==> config.mk <==
export PLATFORM = sky130hd
export DESIGN_NAME = ptlm_lane_mapper
export DESIGN_NICKNAME = d
export VERILOG_FILES = /design/src/core/ptlm_pkg.sv /design/src/core/ptlm_stream_if.sv /design/src/core/ptlm_cpl_buf.sv /design/src/core/ptlm_lane_map.sv /design/src/core/ptlm_lane_mapper.sv
export SDC_FILE = /design/constraint.sdc
export NUM_CORES = 1
export LEC_CHECK = 0
export ABC_CLOCK_PERIOD_IN_PS = 13050
export BUFFER_PORTS_ARGS = -buffer_cell sky130_fd_sc_hd__buf_2
export CAP_MARGIN = 20
export CORE_ASPECT_RATIO = 0.7
export CORE_MARGIN = 1
export CORE_UTILIZATION = 55
export CTS_BUF_LIST = sky130_fd_sc_hd__clkbuf_8
export DETAILED_ROUTE_END_ITERATION = 8
export PLACE_DENSITY = 0.88
export SYNTH_ARGS = -nofsm -noshare
export SYNTH_HDL_FRONTEND = slang
export SYNTH_SLANG_ARGS = --single-unit
==> constraint.sdc <==
create_clock -name clock_i -period 13.05 [get_ports clock_i]
set_clock_uncertainty 0.05 [all_clocks]
set_input_delay 1.9575 -clock clock_i [delete_from_list [all_inputs] [get_ports clock_i]]
set_output_delay 1.9575 -clock clock_i [all_outputs]
set_load 0.05 [all_outputs]
==> src/core/ptlm_pkg.sv <==
/*
 * Constants, chunk type and lane functions of the PCI target lane mapper.
 * Assumes nothing of its surroundings; shared by all mapper modules except ptlm_cpl_buf.
 */
package ptlm_pkg;

    // ************************************************************
    // Codes
    // ************************************************************
    localparam logic [1:0] SIZE_BYTE = 2'h1;
    localparam logic [1:0] SIZE_HALF = 2'h2;
    localparam logic [1:0] SIZE_WORD = 2'h0;
    localparam logic [1:0] PW_32     = 2'h0;
    localparam logic [1:0] PW_16     = 2'h1;
    localparam logic [1:0] PW_8      = 2'h2;
    localparam logic       ORDER_BIG = 1'h0;
    localparam logic [3:0] MASK_NONE = 4'h0;
    localparam logic [3:0] MASK_WORD = 4'hF;
    localparam logic [3:0] MASK_LO   = 4'h3;
    localparam logic [3:0] MASK_HI   = 4'hC;
    localparam logic [1:0] ADDR_LO   = 2'h0;
    localparam logic [1:0] ADDR_HI   = 2'h2;
    localparam int         CPL_W     = 33;

    typedef struct packed {
        logic [1:0] size;
        logic [1:0] a;
        logic [3:0] mask;
    } ptlm_chunk_t;

    // ************************************************************
    // Functions
    // ************************************************************
    // PCI byte lane that holds local byte address a
    function automatic logic [1:0] pci_byte(input logic [1:0] a, input logic le);
        pci_byte = le ? 2'(2'h3 - a) : a;
    endfunction

    // Byte enables re-ordered by local byte address
    function automatic logic [3:0] addr_mask(input logic [3:0] sel, input logic le);
        addr_mask = MASK_NONE;
        for (int i = 0; i < 4; i++) begin
            addr_mask[i] = sel[pci_byte(2'(i), le)];
        end
    endfunction

    function automatic logic is_regular(input logic [3:0] m);
        is_regular = (m == MASK_WORD) || (m == MASK_LO) || (m == MASK_HI) || ($countones(m) == 1);
    endfunction

    // Next local cycle: lowest address first
    function automatic ptlm_chunk_t pick(input logic [3:0] m, input logic [1:0] pw, input logic bytes_only);
        pick = '{size: SIZE_BYTE, a: ADDR_LO, mask: MASK_NONE};
        if (!bytes_only && pw != PW_16 && m == MASK_WORD) begin
            pick = '{size: SIZE_WORD, a: ADDR_LO, mask: MASK_WORD};
        end else if (!bytes_only && m[1:0] == MASK_LO[1:0]) begin
            pick = '{size: SIZE_HALF, a: ADDR_LO, mask: MASK_LO};
        end else if (!bytes_only && m == MASK_HI) begin
            pick = '{size: SIZE_HALF, a: ADDR_HI, mask: MASK_HI};
        end else begin
            for (int i = 3; i >= 0; i--) begin
                if (m[i]) begin
                    pick.a    = 2'(i);
                    pick.mask = 4'(1 << i);
                end
            end
        end
    endfunction

endpackage

==> src/core/ptlm_stream_if.sv <==
/*
 * Valid/ready word stream between the mapper and its completion buffer.
 * Assumes one clock shared by both ends.
 */
`timescale 1ns/1ps
`default_nettype none
interface ptlm_stream_if #(parameter int W = 33);
    logic         valid;
    logic         ready;
    logic [W-1:0] data;
    modport src (output valid, output data, input ready);
    modport snk (input valid, input data, output ready);
endinterface
`default_nettype wire

==> src/core/ptlm_cpl_buf.sv <==
/*
 * Two-entry completion buffer; head entry drives the outputs from flops.
 * Assumes the drain side may stall indefinitely.
 */
`timescale 1ns/1ps
`default_nettype none
module ptlm_cpl_buf #(
    parameter int W = 33
) (
    // Clock and reset
    input  wire logic         clock_i,
    input  wire logic         rst_i,
    // Fill side
    ptlm_stream_if.snk        in_s,
    // Drain side
    output var  logic         out_valid_o,
    output var  logic [W-1:0] out_data_o,
    input  wire logic         out_ready_i
);
    logic         full;
    logic [W-1:0] spare;
    logic         pop;
    logic         push;

    assign in_s.ready = !full;
    assign pop        = out_valid_o && out_ready_i;
    assign push       = in_s.valid && !full;

    always_ff @(posedge clock_i or posedge rst_i) begin
        if (rst_i) begin
            out_valid_o <= 1'b0;
            out_data_o  <= '0;
            full        <= 1'b0;
            spare       <= '0;
        end else if (pop && full) begin
            out_data_o <= spare;
            full       <= 1'b0;
        end else if (pop) begin
            out_valid_o <= push;
            out_data_o  <= in_s.data;
        end else if (push && !out_valid_o) begin
            out_valid_o <= 1'b1;
            out_data_o  <= in_s.data;
        end else if (push) begin
            full  <= 1'b1;
            spare <= in_s.data;
        end
    end
endmodule // ptlm_cpl_buf
`default_nettype wire

==> src/core/ptlm_lane_map.sv <==
/*
 * Combinational lane steering for one local cycle: write replication and
 * read capture into PCI lanes. Assumes chunks come from ptlm_pkg::pick.
 */
`timescale 1ns/1ps
`default_nettype none
module ptlm_lane_map (
    // Write side
    input  wire logic                wr_le_i,
    input  wire ptlm_pkg::ptlm_chunk_t wr_chunk_i,
    input  wire logic [31:0]         pci_wdata_i,
    output logic [31:0]              lb_wdata_o,
    // Read side
    input  wire logic                rd_le_i,
    input  wire logic [1:0]          rd_width_i,
    input  wire ptlm_pkg::ptlm_chunk_t rd_chunk_i,
    input  wire logic [31:0]         lb_rdata_i,
    output logic [31:0]              rd_bytes_o
);
    logic [7:0] ab [4];
    logic [7:0] x;
    logic [1:0] lane;

    always_comb begin
        for (int i = 0; i < 4; i++) begin
            ab[i] = pci_wdata_i[8*ptlm_pkg::pci_byte(2'(i), wr_le_i) +: 8];
        end
        x          = ab[wr_chunk_i.a];
        lb_wdata_o = '0;
        if (wr_chunk_i.size == ptlm_pkg::SIZE_WORD) begin
            lb_wdata_o = {ab[0], ab[1], ab[2], ab[3]};
        end else if (wr_chunk_i.size == ptlm_pkg::SIZE_HALF) begin
            lb_wdata_o[31:16] = {x, ab[2'(wr_chunk_i.a + 2'h1)]};
            if (wr_chunk_i.a == ptlm_pkg::ADDR_HI) begin
                lb_wdata_o[15:0] = {ab[2], ab[3]};
            end
        end else begin
            lb_wdata_o[31:24] = x;
            if (wr_chunk_i.a[0]) begin
                lb_wdata_o[23:16] = x;
            end
            if (wr_chunk_i.a == 2'h2) begin
                lb_wdata_o[15:8] = x;
            end
            if (wr_chunk_i.a == 2'h3) begin
                lb_wdata_o[7:0] = x;
            end
        end
    end

    // Unselected PCI lanes read back as zero
    always_comb begin
        rd_bytes_o = '0;
        lane       = 2'h3;
        for (int i = 0; i < 4; i++) begin
            if (rd_width_i == ptlm_pkg::PW_16) begin
                lane = 2'(2'h3 - {1'b0, i[0]});
            end else if (rd_width_i == ptlm_pkg::PW_8) begin
                lane = 2'h3;
            end else begin
                lane = 2'(3 - i);
            end
            if (rd_chunk_i.mask[i]) begin
                rd_bytes_o[8*ptlm_pkg::pci_byte(2'(i), rd_le_i) +: 8] = lb_rdata_i[8*lane +: 8];
            end
        end
    end
endmodule // ptlm_lane_map
`default_nettype wire

==> src/core/ptlm_lane_mapper.sv <==
/*
 * PCI target lane mapper: turns one PCI target write or delayed read
 * into zero or more local processor bus cycles with size code, low
 * address bits and steered data, then returns one completion.
 * Assumes the request is held stable until taken, that the local bus
 * answers each cycle with lb_ready_i, and one common clock.
 */
`timescale 1ns/1ps
`default_nettype none
module ptlm_lane_mapper (
    // Clock and reset
    input  wire logic        clock_i,
    input  wire logic        rst_i,
    // PCI target request
    input  wire logic        req_valid_i,
    output var  logic        req_ready_o,
    input  wire logic        req_write_i,
    input  wire logic [31:0] req_addr_i,
    input  wire logic [3:0]  req_be_n_i,
    input  wire logic [31:0] req_data_i,
    // Image and global mode
    input  wire logic        global_byte_order_select_i,
    input  wire logic        image_order_invert_i,
    input  wire logic [1:0]  port_width_field_i,
    // Local processor bus master
    output var  logic        lb_valid_o,
    input  wire logic        lb_ready_i,
    output var  logic        lb_write_o,
    output var  logic [31:0] lb_addr_o,
    output var  logic [1:0]  transfer_size_code_o,
    output var  logic [31:0] lb_wdata_o,
    input  wire logic [31:0] lb_rdata_i,
    // Completion to PCI side
    output var  logic        cpl_valid_o,
    input  wire logic        cpl_ready_i,
    output var  logic        cpl_write_o,
    output var  logic [31:0] cpl_rdata_o
);

    // ************************************************************
    // Declarations
    // ************************************************************
    typedef enum logic [2:0] {
        ST_IDLE  = 3'h1,
        ST_ISSUE = 3'h2,
        ST_DONE  = 3'h4
    } ptlm_state_t;

    ptlm_state_t           state;
    logic                  le;
    logic                  bytes_only;
    logic [1:0]            width;
    logic                  wr;
    logic [29:0]           addr_hi;
    logic [31:0]           wdata;
    logic [3:0]            rem;
    ptlm_pkg::ptlm_chunk_t cur;
    logic [31:0]           acc;

    logic                  take;
    logic                  ack;
    logic                  next_le;
    logic [1:0]            next_width;
    logic                  next_bytes_only;
    logic [3:0]            next_rem;
    ptlm_pkg::ptlm_chunk_t next_chunk;
    logic [31:0]           next_src;
    logic [31:0]           next_wdata;
    logic [31:0]           rd_bytes;
    logic [32:0]           cpl_data;

    ptlm_stream_if #(.W(ptlm_pkg::CPL_W)) cpl_s ();

    assign take = req_valid_i && req_ready_o;
    assign ack  = lb_valid_o && lb_ready_i;

    // ************************************************************
    // Mode and next cycle selection
    // ************************************************************
    // Order: global select xor image invert, taken per request
    assign next_le = (global_byte_order_select_i != ptlm_pkg::ORDER_BIG) ^ image_order_invert_i;

    always_comb begin
        if (state == ST_IDLE) begin
            next_width      = port_width_field_i;
            next_rem        = ptlm_pkg::addr_mask(~req_be_n_i, next_le);
            next_bytes_only = !ptlm_pkg::is_regular(next_rem) || next_width == ptlm_pkg::PW_8;
            next_src        = req_data_i;
        end else begin
            next_width      = width;
            next_rem        = rem & ~cur.mask;
            next_bytes_only = bytes_only;
            next_src        = wdata;
        end
        next_chunk = ptlm_pkg::pick(next_rem, next_width, next_bytes_only);
    end

    ptlm_lane_map u_map (
        .wr_le_i     (state == ST_IDLE ? next_le : le),
        .wr_chunk_i  (next_chunk),
        .pci_wdata_i (next_src),
        .lb_wdata_o  (next_wdata),
        .rd_le_i     (le),
        .rd_width_i  (width),
        .rd_chunk_i  (cur),
        .lb_rdata_i  (lb_rdata_i),
        .rd_bytes_o  (rd_bytes)
    );

    // ************************************************************
    // Sequencer
    // ************************************************************
    always_ff @(posedge clock_i or posedge rst_i) begin
        if (rst_i) begin
            state       <= ST_IDLE;
            req_ready_o <= 1'b1;
            lb_valid_o  <= 1'b0;
        end else begin
            case (state)
                ST_IDLE: begin
                    if (take) begin
                        req_ready_o <= 1'b0;
                        if (next_rem == ptlm_pkg::MASK_NONE) begin
                            state <= ST_DONE;
                        end else begin
                            state      <= ST_ISSUE;
                            lb_valid_o <= 1'b1;
                        end
                    end
                end
                ST_ISSUE: begin
                    // Completion only once the last split cycle is answered
                    if (ack && next_rem == ptlm_pkg::MASK_NONE) begin
                        state      <= ST_DONE;
                        lb_valid_o <= 1'b0;
                    end
                end
                ST_DONE: begin
                    if (cpl_s.ready) begin
                        state       <= ST_IDLE;
                        req_ready_o <= 1'b1;
                    end
                end
                default: begin
                    state       <= ST_IDLE;
                    req_ready_o <= 1'b1;
                    lb_valid_o  <= 1'b0;
                end
            endcase
        end
    end

    // ************************************************************
    // Request capture
    // ************************************************************
    always_ff @(posedge clock_i or posedge rst_i) begin
        if (rst_i) begin
            le         <= 1'b0;
            bytes_only <= 1'b0;
            width      <= ptlm_pkg::PW_32;
            wr         <= 1'b0;
            addr_hi    <= '0;
            wdata      <= '0;
        end else if (take) begin
            le         <= next_le;
            bytes_only <= next_bytes_only;
            width      <= next_width;
            wr         <= req_write_i;
            addr_hi    <= req_addr_i[31:2];
            wdata      <= req_data_i;
        end
    end

    always_ff @(posedge clock_i or posedge rst_i) begin
        if (rst_i) begin
            rem <= ptlm_pkg::MASK_NONE;
            cur <= '0;
        end else if (take || ack) begin
            rem <= next_rem;
            cur <= next_chunk;
        end
    end

    // ************************************************************
    // Local bus cycle registers
    // ************************************************************
    // Reloaded on the answer so split cycles follow back to back
    always_ff @(posedge clock_i or posedge rst_i) begin
        if (rst_i) begin
            lb_write_o           <= 1'b0;
            lb_addr_o            <= '0;
            transfer_size_code_o <= ptlm_pkg::SIZE_WORD;
            lb_wdata_o           <= '0;
        end else if ((take || ack) && next_rem != ptlm_pkg::MASK_NONE) begin
            lb_write_o           <= (state == ST_IDLE) ? req_write_i : wr;
            lb_addr_o            <= {(state == ST_IDLE) ? req_addr_i[31:2] : addr_hi, next_chunk.a};
            transfer_size_code_o <= next_chunk.size;
            lb_wdata_o           <= next_wdata;
        end
    end

    // ************************************************************
    // Read packing
    // ************************************************************
    // Each answered read merges its bytes; writes leave it zero
    always_ff @(posedge clock_i or posedge rst_i) begin
        if (rst_i) begin
            acc <= '0;
        end else if (take) begin
            acc <= '0;
        end else if (ack && !wr) begin
            acc <= acc | rd_bytes;
        end
    end

    // ************************************************************
    // Completion buffer
    // ************************************************************
    // A stalled receiver holds the sequencer in ST_DONE, nothing is dropped
    assign cpl_s.valid = (state == ST_DONE);
    assign cpl_s.data  = {wr, acc};

    ptlm_cpl_buf #(.W(ptlm_pkg::CPL_W)) u_buf (
        .clock_i     (clock_i),
        .rst_i       (rst_i),
        .in_s        (cpl_s.snk),
        .out_valid_o (cpl_valid_o),
        .out_data_o  (cpl_data),
        .out_ready_i (cpl_ready_i)
    );

    assign cpl_write_o = cpl_data[32];
    assign cpl_rdata_o = cpl_data[31:0];

endmodule // ptlm_lane_mapper
`default_nettype wire

---- After elaboration in Yosys (flattened, before gate mapping) ----
Cells that the tools add are included.
operators by class
  shift operators ......................... 15
  $lt $le $gt $ge ......................... 6
  multipliers ............................. 0
  equal/unequal tests ..................... 23
  mux-type cells .......................... 83
  divide/modulo/power cells ............... 0
  add/subtract/negate cells ............... 8
  bitwise logic cells ..................... 13
  reduce and logical (&&, ||, !) cells .... 36
operator list
  cell                     number
  $mux 32                  8
  $shiftx 32x6->8          7
  $neg 5->34               4
  $shift 8x34->32 const A  4
  $shiftx 8x34->32         4
  $mux 33                  3
  $bwmux 32                3
  $mux 8                   9
  $mux 2                   19
  $and 32x32->32           1
  $bmux 8 s2               2
  $or 32x32->32            1
  $mux 30                  1
  $mux 6                   5
  $mux 24                  1
  $mux 1                   19
  $eq 4x4->1 const B       4
  $mux 16                  1
  $logic_and 1x1->1        13
  $eq 2x2->1 const B       6
  $lt 2x3->1 const B       4
  $mux 3                   4
  $ne 2x2->1 const B       5
  $pmux 3 s3               1
  other kinds (28)         55
storage, ports and cells
  RAM bits ................................ 0
  bits in read-only memories .............. 0
  memories ................................ 0
  word-level logic and storage cells ...... 204
  bits in latches ......................... 0
  bits in registers ....................... 247
  output and inout bits ................... 103
  input port bits ......................... 110

---- Longest topological paths before layout ----
Gate-level depths: netlist of run 1.
  depth in word-level cells ............... 23
  mapped depth ............................ 15
  gate-level depth less buffers ........... 12

---- By module ----
Synthesis of run 1 repeated with hierarchy kept, for this count alone.
second synthesis, totals
  cells, all modules ...................... 1,409
  area total of the unflattened synthesis .. 13,305.3 µm²
modules (own cells, without submodules)
  module            cells an instance  times used  area each (µm²)  seq. area each (µm²)
  ptlm_lane_mapper  900                1           8,155.3          4,581.9
  ptlm_cpl_buf      195                1           2,836.5          1,701.6
  ptlm_lane_map     314                1           2,313.5          0.0

---- Least setup slack after synthesis of run 1 ----
Ideal clock, no wire load.
  path type ............................... input -> register
  start point ............................. in image_order_invert_i
  end point ............................... reg lb_wdata_o[3]
  data required time ...................... 12,859 ps
  path buffers ............................ 3
  setup slack ............................. 8,045 ps
  setup time .............................. 141 ps
  cell stages on the path ................. 15
  data arrival time ....................... 4,813 ps
  cell sequence ........................... xor2_1 buf_4 clkbuf_1 mux2i_1 fa_1 ha_1 ha_1 nor2_1 nand2_1 nand2_1 o211ai_1 nor2_1 o21ai_2 buf_2 o221ai_1
between the ends
  word-level cells in the longest chain between the ends .. 23
  elaborated cells on any way between the ends .. 66
  classes of those cells .................. add/sub: 3; eq/ne: 10; shift: 4; mux: 34; bitwise: 2; reduce/logical: 13
ends and longest elaborated chain
  what                                                                          RTL line                 source
  start, declared                                                               ptlm_lane_mapper.sv:23   input wire logic image_order_invert_i,
  $xor 1x1->1 (*)                                                               ptlm_lane_mapper.sv:81   assign next_le = (global_byte_order_select_i != ptlm_pkg::ORDER_BIG) ^ image_order_invert_i;
  $mux 2                                                                        ptlm_pkg.sv:36           pci_byte = le ? 2'(2'h3 - a) : a;
  $bmux 1 s2                                                                    ptlm_pkg.sv:43           addr_mask[i] = sel[pci_byte(2'(i), le)];
  $mux 1 (not written as such)                                                  ptlm_pkg.sv:43
  $add 1x1->2 (not written as such) (tied with other cells)                     ptlm_pkg.sv:48           is_regular = (m == MASK_WORD) || (m == MASK_LO) || (m == MASK_HI) || ($countones(m) == 1);
  $add 2x2->3 (not written as such) / $logic_or 1x1->1 (equally long branches)  ptlm_pkg.sv:48
  $eq 3x1->1 / $logic_or 1x1->1 (equally long branches)                         ptlm_pkg.sv:48
  $logic_or 1x1->1                                                              ptlm_pkg.sv:48
  [... 6 more ...]                                                              -
  $mux 8                                                                        ptlm_pkg.sv:56           end else if (!bytes_only && m[1:0] == MASK_LO[1:0]) begin
  $mux 8                                                                        ptlm_pkg.sv:54           if (!bytes_only && pw != PW_16 && m == MASK_WORD) begin
  $not 2->3 (not written as such)                                               ptlm_lane_map.sv:28      x = ab[wr_chunk_i.a];
  $bmux 8 s2                                                                    ptlm_lane_map.sv:28
  $mux 8 (not written as such) (2 in series)                                    ptlm_lane_map.sv:28
  $mux 8                                                                        ptlm_lane_map.sv:45      if (wr_chunk_i.a == 2'h3) begin
  $mux 24                                                                       ptlm_lane_map.sv:32      end else if (wr_chunk_i.size == ptlm_pkg::SIZE_HALF) begin
  $mux 32                                                                       ptlm_lane_map.sv:30      if (wr_chunk_i.size == ptlm_pkg::SIZE_WORD) begin
  end signal, assigned                                                          ptlm_lane_mapper.sv:198  lb_wdata_o <= next_wdata;
  end, declared                                                                 ptlm_lane_mapper.sv:31   output var logic [31:0] lb_wdata_o,
Every way passes the cells marked *; elsewhere a longest branch is shown, timed or not. The select of a mux whose other input is x is not followed.
A chain may end at the register's enable or synchronous reset.

---- Worst setup path in the final report of run 1 ----
  start point ............................. in image_order_invert_i
  end point ............................... reg lb_wdata_o[8]
between the ends
  word-level cells in the longest chain between the ends .. 23
  elaborated cells on any way between the ends .. 65
  classes of those cells .................. add/sub: 3; eq/ne: 9; shift: 4; mux: 34; bitwise: 2; reduce/logical: 13
ends and longest elaborated chain
  what                                                                          RTL line                source
  $xor 1x1->1 (*)                                                               ptlm_lane_mapper.sv:81
  $mux 2                                                                        ptlm_pkg.sv:36
  $bmux 1 s2                                                                    ptlm_pkg.sv:43
  $mux 1 (not written as such)                                                  ptlm_pkg.sv:43
  $add 1x1->2 (not written as such) (tied with other cells)                     ptlm_pkg.sv:48
  $add 2x2->3 (not written as such) / $logic_or 1x1->1 (equally long branches)  ptlm_pkg.sv:48
  $eq 3x1->1 / $logic_or 1x1->1 (equally long branches)                         ptlm_pkg.sv:48
  $logic_or 1x1->1                                                              ptlm_pkg.sv:48
  [... 6 more ...]                                                              -
  $mux 8                                                                        ptlm_pkg.sv:56
  $mux 8                                                                        ptlm_pkg.sv:54
  $not 2->3 (not written as such)                                               ptlm_lane_map.sv:28
  $bmux 8 s2                                                                    ptlm_lane_map.sv:28
  $mux 8 (not written as such) (2 in series)                                    ptlm_lane_map.sv:28
  $mux 8                                                                        ptlm_lane_map.sv:42     if (wr_chunk_i.a == 2'h2) begin
  $mux 24                                                                       ptlm_lane_map.sv:32
  $mux 32                                                                       ptlm_lane_map.sv:30
Marks and branches as above.

==> out/metrics.yaml, run 1 <==
grt_pass1_wl_um: 53600
cts_setup_buffers: 0
ctsResizeCount: 0
die_x_um: 184
cts_sinks: 247
syn_nets: 1528
finalHoldViolCount: 0
gp_congestion: 0.938
initial_utilization: 0.560
root_buffer: "clkbuf_8"
min_to: "u_buf.out_data_o[6]"
setup_viol: 0
start_kind: "primary input"
fillers: 1884
ys_seq_area_frac: 0.487
grt_start_max_net_pins: 105
yosys_warnings: 0
io_pins: 213
crit_start: "image_order_invert_i"
core_um2: 22700
min_period_ns: 5.36
sw_frac_of_total: 0.498
endpoint_kind: "flop"
intPower_uw: 2090
rsz0062_at_grt: "no"
p_sw_uw: 2070
antenna_found_initial: 4
grtUsageTotal: 0.286
vias: 11200
dp.final_hpwl_um: 22900
synth_seq_cells: 247
p_per_area_nw_per_um2: 283
critPathSlowestCell: "fa_1"
antenna_left: 0
h-tree-depth: 2
holdBufCountCts: 0
cts.path.max_buffers: 3
min-delay-start: "u_buf.out_data_o[6]"
cp_max_fo: 30
final_common_cell: "nand2_1"
nets: 1701
p_comb_frac: 0.525
leakagePower_uw: 0.00746
clk_latency_ns: 0.54
relSlewSlack: 0.355
max_cap_violations: 0
postSynthAreaPerCell_um2: 9.02
finish.utilization: 0.650
maxSlewViolCount: 0
tns_ns: 0
overflow: 0
r2r-end: "lb_wdata_o[14]"
critPathTopFamily: "adder cells"
critPathArrivalTime_ns: 5.75
reg2reg_from: "state[0]"
crit_type: "in2reg"
fin_hold_ws_ns: 0.420
rrSetupSlack_ns: 8.78
pwr-share-clk: 0.167
synth_cells: 1409
grt_pass1_vias: 10300
critPathBufInv: 2
outcome: "finished clean"
cts_made_buffers: 40
tritoncts: "done"
die_h_um: 129
first_iter_violations: 1147
cp.required_ns: 13.44
routed_wl_um: 34300
synth.distinct_cells: 64
routedWlPerCell_um: 17.8
clk_pin_slew_ns: 0.06
synth_area_um2: 12700
final_cell_mix: "410 x nand2_1, 244 x dfrtp_1, 210 x buf_2"
fmax_mhz: 187
cp_slowest_stage_delay_ns: 0.50
drive_gt1_frac: 0.237
path_cells: "buf_2 > xnor2_2 > buf_4 > mux2i_1 > fa_1 > ha_1 > ha_1 > nor2_1 > nand2_1 > nand2_1 > o21a_1 > and2_0 > o21ai_2 > o221ai_1"
die_area_um2: 23700
whs_path_depth: 2
worst_slew_pin_slew_ns: 0.966
drc: 0
fp-row-count: 46
ir_drop_mv: 0.144
hold_path_class: "reg2reg"
seqPwrFrac: 0.308
portBuffers: 210
syn2layout_area_growth_pct: 15.9
period_share: 0.411
rr_worst_depth: 10
vias_per_cell: 5.80
firstDrtPassIters: 7
## through the flow
step                cell area [um2]  setup slack, ns  total power [uW]  std cells
CTS                           14700             7.81              4150       1922
global route                  14700             7.54              4420       1923
global placement              13900             7.32              3360       1852
floorplan                     12700             4.26              2900       1409
finish                        14700             7.69              4170       1923
detailed placement            13900             7.25              3450       1852
## layer usage
layer	wire length, um	share of wire	up-vias	track usage
met2	15000	0.44	539	0.418
met3	3430	0.10	62	0.0742
met1	15100	0.44	5369	0.420
li1	-	-	5182	-
met5	34	0.00099	-	0
met4	753	0.022	6	0.0819
## flip-flops by register name, indices dropped and copies added (netlist names), 2 cells and up
name and cells:
wdata 32, width 2, addr_hi 30, transfer_size_code_o 2
cur 4, rem 4, u_buf.spare 33, acc 32
lb_wdata_o 32, state 3, lb_addr_o 32, u_buf.out_data_o 33
## area by class of cell
class / instances / area (um2) / share of cell area
Inverter: 9 / 41.3 / 0.00280
Antenna cell: 1 / 2.50 / 0.000170
Sequential cell: 247 / 6180 / 0.420
Clock inverter: 21 / 154 / 0.0104
Tap cell: 312 / 390 / 0.0265
Multi-Input combinational cell: 1058 / 6120 / 0.415
Timing Repair Buffer: 226 / 1170 / 0.0795
Clock buffer: 49 / 674 / 0.0458
## cell families after synthesis
family | synth area share
simple gates | 0.185
compound gates | 0.137
flops | 0.487
mux | 0.141
buf+inv | 0.0370
fa+ha+maj | 0.00945
xor+xnor | 0.00335
## worst max path at each step
| stage | end | slack (ns) | cells after the start |
|---|---|---|---|
| after global routing | lb_wdata_o[14] | 7.54 | 14 |
| final | lb_wdata_o[8] | 7.69 | 14 |
| after floorplan | acc[0] | 4.26 | 1 |
| after global placement | lb_wdata_o[23] | 7.32 | 14 |
| after CTS | lb_wdata_o[8] | 7.81 | 14 |
| after detailed placement | lb_wdata_o[8] | 7.25 | 14 |
## power by group through the flow
stage          combinational, uW  clock, uW  sequential (uW)
3_5_place_dp                2160          0             1290
6_report                    2190        694             1280
2_1_floorplan               1230          0             1670
3_3_place_gp                2090          0             1270
4_1_cts                     2170        707             1280
5_1_grt                     2360        740             1320
## synthesized netlist by cell type, drive strengths merged
| master | count | area, um2 |
|---|---|---|
| o32a | 1 | 10.0 |
| nor3b | 3 | 38.8 |
| mux4 | 1 | 22.5 |
| nand2 | 411 | 1540 |
| o22ai | 18 | 113 |
| o21a | 2 | 22.5 |
| nand2b | 5 | 31.3 |
| nand4 | 10 | 62.6 |
| a2bb2oi | 1 | 8.76 |
| or3b | 1 | 8.76 |
| a21boi | 4 | 30.0 |
| xor2 | 3 | 26.3 |
| a21o | 2 | 15.0 |
| inv | 8 | 30.0 |
| nor3 | 1 | 5.00 |
| nand3b | 1 | 20.0 |
| a21oi | 104 | 536 |
| o22a | 1 | 8.76 |
| nor4b | 4 | 35.0 |
| dfrtp | 245 | 6130 |
| nor4bb | 1 | 10.0 |
| or2 | 2 | 12.5 |
| nor2b | 6 | 37.5 |
| buf | 33 | 204 |
| a22o | 1 | 8.76 |
| o2111ai | 1 | 8.76 |
| a211oi | 4 | 30.0 |
| and3 | 1 | 6.26 |
| o31ai | 6 | 63.8 |
| dfstp | 2 | 52.6 |
| o211ai | 3 | 22.5 |
| a31oi | 42 | 269 |
| ha | 8 | 100 |
| o21ai | 89 | 453 |
| o221ai | 14 | 123 |
| and2 | 3 | 18.8 |
| fa | 1 | 20.0 |
| a22oi | 3 | 22.5 |
| mux2 | 68 | 766 |
| mux2i | 100 | 1010 |
| nor2 | 108 | 408 |
| xnor2 | 1 | 16.3 |
| clkinv | 1 | 3.75 |
| nand3 | 23 | 115 |
| clkbuf | 62 | 233 |
## worst reg2reg max path, cell delays in order (launching register included)
cell and delay, ns:
dfstp_2 0.61, nor3b_4 0.83, buf_4 0.58, nor2_1 0.12, a21oi_2 0.21, a21boi_2 0.20, buf_4 0.37, inv_1 0.17
ha_1 0.25, o21ai_2 0.51, o221ai_1 0.24
(Power assumes the default switching activity.)
==> run 2, diff against run 1 <==
--- a/config.mk
+++ b/config.mk
@@ -5,7 +5,7 @@
 export SDC_FILE = /design/constraint.sdc
 export NUM_CORES = 1
 export LEC_CHECK = 0
-export ABC_CLOCK_PERIOD_IN_PS = 13050
+export ABC_CLOCK_PERIOD_IN_PS = 5480
 export BUFFER_PORTS_ARGS = -buffer_cell sky130_fd_sc_hd__buf_2
 export CAP_MARGIN = 20
 export CORE_ASPECT_RATIO = 0.7
==> constraint.sdc (replaced) <==
create_clock -name clock_i -period 5.48 [get_ports clock_i]
set_clock_uncertainty 0.05 [all_clocks]
set_input_delay 0.822 -clock clock_i [delete_from_list [all_inputs] [get_ports clock_i]]
set_output_delay 0.822 -clock clock_i [all_outputs]
set_load 0.05 [all_outputs]
==> out/metrics.yaml, run 2 (synthesis gave the netlist of run 1 again) <==
outcome: "finished clean"  # unchanged
cp.required_ns: 5.85  # was 13.44 ns
setup_viol: 0  # unchanged
max_cap_violations: 0  # unchanged
clk_pin_slew_ns: 0.07  # was 0.06 ns
intPower_uw: 5010  # was 2090 uW
relSlewSlack: 0.262  # was 0.355
cp_slowest_stage_delay_ns: 0.61  # was 0.50 ns
fmax_mhz: 243
firstDrtPassIters: 6  # was 7
critPathTopFamily: "compound AO/OA/AOI/OAI gates"  # was adder cells
cts.path.max_buffers: 3  # unchanged
antenna_left: 0  # unchanged
clk_latency_ns: 0.54  # about the same
root_buffer: "clkbuf_8"  # unchanged
seqPwrFrac: 0.306  # was 0.308
initial_utilization: 0.560  # unchanged
final_cell_mix: "410 x nand2_1, 244 x dfrtp_1, 210 x buf_2"  # unchanged
grt_start_max_net_pins: 152  # was 105
reg.largest.list: "u_buf.out_data_o: 33 flops, u_buf.spare: 33 flops"  # unchanged
tns_ns: 0  # unchanged
period_share: 0.751
hold_path_class: "in2async"  # was reg2reg
p_comb_frac: 0.529  # was 0.525
ir_drop_mv: 0.371  # was 0.144 mV
h-tree-depth: 2  # unchanged
fin_hold_ws_ns: 0.230  # was 0.420 ns
pwr-share-clk: 0.165  # was 0.167
cts_made_buffers: 39  # was 40
die_x_um: 184  # unchanged
p_sw_uw: 4970  # was 2070 uW
antenna_found_initial: 0  # was 4
holdBufCountCts: 0  # unchanged
finalHoldViolCount: 0  # unchanged
grtUsageTotal: 0.291  # was 0.286
dp.final_hpwl_um: 22800  # was 22900 um
cts_sinks: 247  # unchanged
critPathArrivalTime_ns: 4.48  # was 5.75 ns
drive_gt1_frac: 0.238  # was 0.237
grt_pass1_vias: 10400  # was 10300
critPathBufInv: 1  # was 2
nets: 1702  # was 1701
sw_frac_of_total: 0.498  # about the same
syn2layout_area_growth_pct: 16.3  # was 15.9%
start_kind: "primary input"  # unchanged
drc: 0  # unchanged
crit_type: "in2reg"  # unchanged
reg2reg_from: "state[1]"  # was state[0]
cp_max_fo: 14  # was 30
finish.utilization: 0.652  # was 0.650
io_pins: 213  # unchanged
design_power_total_uw: 9980  # was 4170 uW
routed_wl_um: 34400  # was 34300 um
portBuffers: 210  # unchanged
fp-row-count: 46  # unchanged
vias: 11300  # was 11200
gp_congestion: 0.941  # was 0.938
min_period_ns: 4.11
rsz0062_at_grt: "no"  # unchanged
grt_pass1_wl_um: 54600  # was 53600 um
core_um2: 22700  # unchanged
p_per_area_nw_per_um2: 675  # was 283 nW/um2
worst_slew_pin_slew_ns: 1.11  # was 0.966 ns
first_iter_violations: 1249  # was 1147
antenna-diode-count: 0  # was 1
die_h_um: 129  # unchanged
crit_start: "image_order_invert_i"  # unchanged
vias_per_cell: 5.86  # was 5.80
die_area_um2: 23700  # unchanged
path_cells: "buf_2 > xnor2_2 > mux2i_1 > fa_1 > ha_1 > ha_1 > nor2_1 > nand2_1 > nand2_1 > o21a_1 > a21oi_1 > a21boi_0 > a21oi_1"  # was buf_2 > xnor2_2 > buf_4 > mux2i_1 > fa_1 > ha_1 > ha_1 > nor2_1 > nand2_1 > nand2_1 > o21a_1 > and2_0 > o21ai_2 > o221ai_1
overflow: 0  # unchanged
ctsResizeCount: 0  # unchanged
critPathSlowestCell: "a21oi_1"  # was fa_1
routedWlPerCell_um: 17.9  # was 17.8 um
leakagePower_uw: 0.00748  # was 0.00746 uW
final_common_cell: "nand2_1"  # unchanged
tritoncts: "done"  # unchanged
endpoint_kind: "flop"  # unchanged
cts_setup_buffers: 0  # unchanged
maxSlewViolCount: 0  # unchanged
## run 2: layout make-up
type                    count  area [um2]
fillers                  1768        7890
flip-flops and latches    247        6180
repair buffers            228        1240
clock buffers              49         674
clock inverters            20         144
inverters                   9        37.5
multi-input cells        1058        6120
well taps                 312         390
## run 2: worst paths after layout
kind / end / slack (ns) / cells past startpoint
max: lb_wdata_o[23] / 1.37 / 13
min: addr_hi[7] / 0.23 / 2
max reg2reg: lb_wdata_o[18] / 1.40 / 8
min reg2reg: addr_hi[23] / 0.42 / 2
max in group asynchronous: le / 3.97 / 3
min in group clock_i: addr_hi[23] / 0.42 / 2
## run 2: metal layers
metal / GRT usage / vias up / part of all wire
li1: - / 5201 / -
met1: 0.422 / 5400 / 0.44
met2: 0.417 / 588 / 0.43
met3: 0.0888 / 80 / 0.11
met4: 0.0912 / 0 / 0.025
met5: 0 / - / 0
## run 2: stage by stage
stage	instance area, um2	worst slack (ns)	cells
after floorplan	12700	1.36	1409
after global placement	13900	0.977	1852
after detailed placement	13900	0.940	1852
after CTS	14700	1.50	1921
after global routing	14800	1.14	1923
final	14800	1.37	1923
## run 2: power groups by stage
stage          logic (uW)  registers, uW  clock network, uW
2_1_floorplan        2930           3990                  0
4_1_cts              5160           3040               1680
5_1_grt              5680           3130               1770
3_5_place_dp         5150           3050                  0
6_report             5280           3050               1650
3_3_place_gp         4980           3010                  0
==> run 3, diff against run 2 <==
--- a/config.mk
+++ b/config.mk
@@ -5,7 +5,8 @@
 export SDC_FILE = /design/constraint.sdc
 export NUM_CORES = 1
 export LEC_CHECK = 0
-export ABC_CLOCK_PERIOD_IN_PS = 5480
+export ABC_AREA = 1
+export ABC_CLOCK_PERIOD_IN_PS = 4150
 export BUFFER_PORTS_ARGS = -buffer_cell sky130_fd_sc_hd__buf_2
 export CAP_MARGIN = 20
 export CORE_ASPECT_RATIO = 0.7
==> constraint.sdc (replaced) <==
create_clock -name clock_i -period 4.15 [get_ports clock_i]
set_clock_uncertainty 0.05 [all_clocks]
set_input_delay 0.6225 -clock clock_i [delete_from_list [all_inputs] [get_ports clock_i]]
set_output_delay 0.6225 -clock clock_i [all_outputs]
set_load 0.05 [all_outputs]
==> out/metrics.yaml, run 3 <==
initial_utilization: 0.561  # was 0.560
rr_worst_depth: 16  # was 8
synth-main-ff-cell: "dfrtp_1"  # unchanged
antenna_left: 0  # unchanged
root_buffer: "clkbuf_8"  # unchanged
cp_slowest_stage_delay_ns: 0.56  # was 0.61 ns
worst_slack_ns: 0.667  # was 1.37 ns
hold_path_class: "in2async"  # unchanged
syn2layout_area_growth_pct: 14.9  # was 16.3%
min_period_ns: 3.48
finalHoldViolCount: 0  # unchanged
synth_cells: 1826  # was 1409
vias_per_cell: 5.51  # was 5.86
nets: 2111  # was 1702
drive_gt1_frac: 0.170  # was 0.238
grtUsageTotal: 0.310  # was 0.291
holdBufCountCts: 0  # unchanged
cts_made_buffers: 41  # was 39
die_h_um: 132  # was 129 um
final_common_cell: "nand2_1"  # unchanged
ys_seq_area_frac: 0.466  # was 0.487
clk_pin_slew_ns: 0.06  # was 0.07 ns
pre_cts_ws_ns: 0.259  # was 0.940 ns
layout.cells.non_filler: 2343  # was 1923
reg2reg_from: "state[0]"  # was state[1]
maxSlewViolCount: 0  # unchanged
postSynthAreaPerCell_um2: 7.26  # was 9.02 um2
die_x_um: 188  # was 184 um
fmax_mhz: 287
syn_nets: 1945  # was 1528
max_cap_violations: 0  # unchanged
io_pins: 213  # unchanged
yosysTopAreaCell: "dfrtp_1"  # unchanged
portBuffers: 210  # unchanged
dp.final_hpwl_um: 26100  # was 22800 um
start_kind: "flop"  # was primary input
async_flop_share: 1.00  # unchanged
routed_wl_um: 38200  # was 34400 um
ys_top_cells_by_count: "646 x nand2_1, 245 x dfrtp_1, 191 x nand3_1"  # was 411 x nand2_1, 245 x dfrtp_1, 107 x nor2_1
worst_slew_pin_slew_ns: 0.891  # was 1.11 ns
crit_type: "reg2reg"  # was in2reg
cp.required_ns: 4.53  # was 5.85 ns
fp-row-count: 47  # was 46
fillers: 2099  # was 1768
ctsResizeCount: 0  # unchanged
dp.cells: 2267  # was 1852
period_share: 0.839
die_area_um2: 24800  # was 23700 um2
grt_start_max_net_pins: 161  # was 152
cts_setup_buffers: 0  # unchanged
grt_pass1_wl_um: 61900  # was 54600 um
vias: 12900  # was 11300
core_um2: 23600  # was 22700 um2
endpoint_kind: "flop"  # unchanged
yosys_warnings: 0  # unchanged
cts.path.max_buffers: 3  # unchanged
outcome: "finished clean"  # unchanged
synth-edff-count: 0  # unchanged
path_cells: "nand3_4 > inv_2 > nand3_1 > nand2_1 > inv_2 > nand2_4 > nor2_4 > buf_4 > ha_1 > inv_1 > nand3_1 > nand2_1 > nand2_1 > nand3_1 > nand2_1 > inv_1"  # was buf_2 > xnor2_2 > mux2i_1 > fa_1 > ha_1 > ha_1 > nor2_1 > nand2_1 > nand2_1 > o21a_1 > a21oi_1 > a21boi_0 > a21oi_1
relSlewSlack: 0.406  # was 0.262
yosysMostFrequentCell: "nand2_1"  # unchanged
tritoncts: "done"  # unchanged
overflow: 0  # unchanged
synth.distinct_cells: 34  # was 64
drc: 0  # unchanged
routedWlPerCell_um: 16.3  # was 17.9 um
tns_ns: 0  # unchanged
synth_seq_cells: 247  # unchanged
yosysTopAreaCellShare: 0.462  # was 0.482
reg.largest.list: "u_buf.out_data_o: 33 flops, u_buf.spare: 33 flops"  # unchanged
first_iter_violations: 1396  # was 1249
r2r-end: "lb_wdata_o[17]"  # was lb_wdata_o[18]
critPathArrivalTime_ns: 3.86  # was 4.48 ns
critPathSlowestCell: "dfstp_2"  # was a21oi_1
final_cell_mix: "645 x nand2_1, 245 x dfrtp_1, 210 x buf_2"  # was 410 x nand2_1, 244 x dfrtp_1, 210 x buf_2
clk_latency_ns: 0.54  # about the same
rsz0062_at_grt: "no"  # unchanged
cpMostUsedCell: "nand2_1"
synth_area_leaders: "dfrtp_1 46%, nand2_1 18%, nand3_1 7.2%, o21ai_0 5.8%, inv_1 4.4%"  # was dfrtp_1 48%, nand2_1 12%, mux2i_1 7.7%, mux2_2 6.0%, a21oi_1 4.0%
firstDrtPassIters: 6  # unchanged
cp_max_fo: 45  # was 14
cts_sinks: 247  # unchanged
grt_pass1_vias: 12000  # was 10400
h-tree-depth: 2  # unchanged
synth_area_um2: 13300  # was 12700 um2
rrSetupSlack_ns: 0.67  # was 1.40 ns
antenna_found_initial: 5  # was 0
gp_congestion: 0.919  # was 0.941
setup_viol: 0  # unchanged
[run 3: changes by cell type after synthesis, moves of 23 or more]
cell / before / now
nand2_1: 411 / 646
nand3_1: 23 / 191
inv_1: 8 / 154
mux2i_1: 98 / 8
o21ai_0: 82 / 153
mux2_2: 68 / 0
a21oi_1: 102 / 38
o21ai_1: 5 / 42
a31oi_1: 41 / 65
buf_2: 10 / 33
[run 3: worst max-delay path by stage]
| stage | start | end | depth (start not counted) |
|---|---|---|---|
| 2_1_floorplan | rst_i | acc[0] | 1 |
| 3_3_place_gp | image_order_invert_i | lb_wdata_o[19] | 21 |
| 3_5_place_dp | image_order_invert_i | lb_wdata_o[19] | 21 |
| 4_1_cts | state[0] | lb_wdata_o[19] | 16 |
| 5_1_grt | image_order_invert_i | lb_wdata_o[17] | 21 |
| 6_report | state[0] | lb_wdata_o[17] | 16 |
[run 3: logic make-up after synthesis]
group | after synthesis | synth area share
buffers and inverters | 274 | 0.0866
AOI/OAI and AO/OA | 311 | 0.127
and+or+nand+nor | 977 | 0.305
muxes | 8 | 0.00604
DFF | 247 | 0.466
adders and majority gates | 9 | 0.00906
[run 3: metrics by stage]
stage          instance area, um2  utilization  hold WS, ns
2_1_floorplan               13300            -        0.399
3_3_place_gp                14400        0.610        0.411
3_5_place_dp                14400        0.610        0.410
4_1_cts                     15200        0.644        0.206
5_1_grt                     15200        0.644        0.225
6_report                    15200        0.645        0.179
[run 3: area by class of cell]
type / count / area [um2] / share of cell area
antenna: 6 / 15.0 / 0.000985
clock buffer: 46 / 633 / 0.0416
clock inverter: 24 / 163 / 0.0107
inverter: 167 / 631 / 0.0414
multi-input combinational: 1305 / 5960 / 0.391
sequential: 247 / 6180 / 0.406
tap: 318 / 398 / 0.0261
timing repair buffer: 230 / 1250 / 0.0821
[run 3: critical path: cells and delay by family (launching register included)]
family / cells / cell delay, ns
adder cells (fa/ha/maj): 1 / 0.56
buffers and inverters: 5 / 0.91
flip-flops: 1 / 0.56
AND/OR/NAND/NOR: 10 / 1.29
[run 3: routing by layer]
layer  up-vias  GRT usage  part of all wire
met1      6040      0.462              0.44
met5         -          0                 0
met2       626      0.447              0.43
met4         0     0.0678             0.011
li1       6201          -                 -
met3        39     0.0892              0.12
Power of run 3 is left out: the tool's default activity adds up to more than one toggle a clock period on the data nets, which glitch-free logic cannot reach.
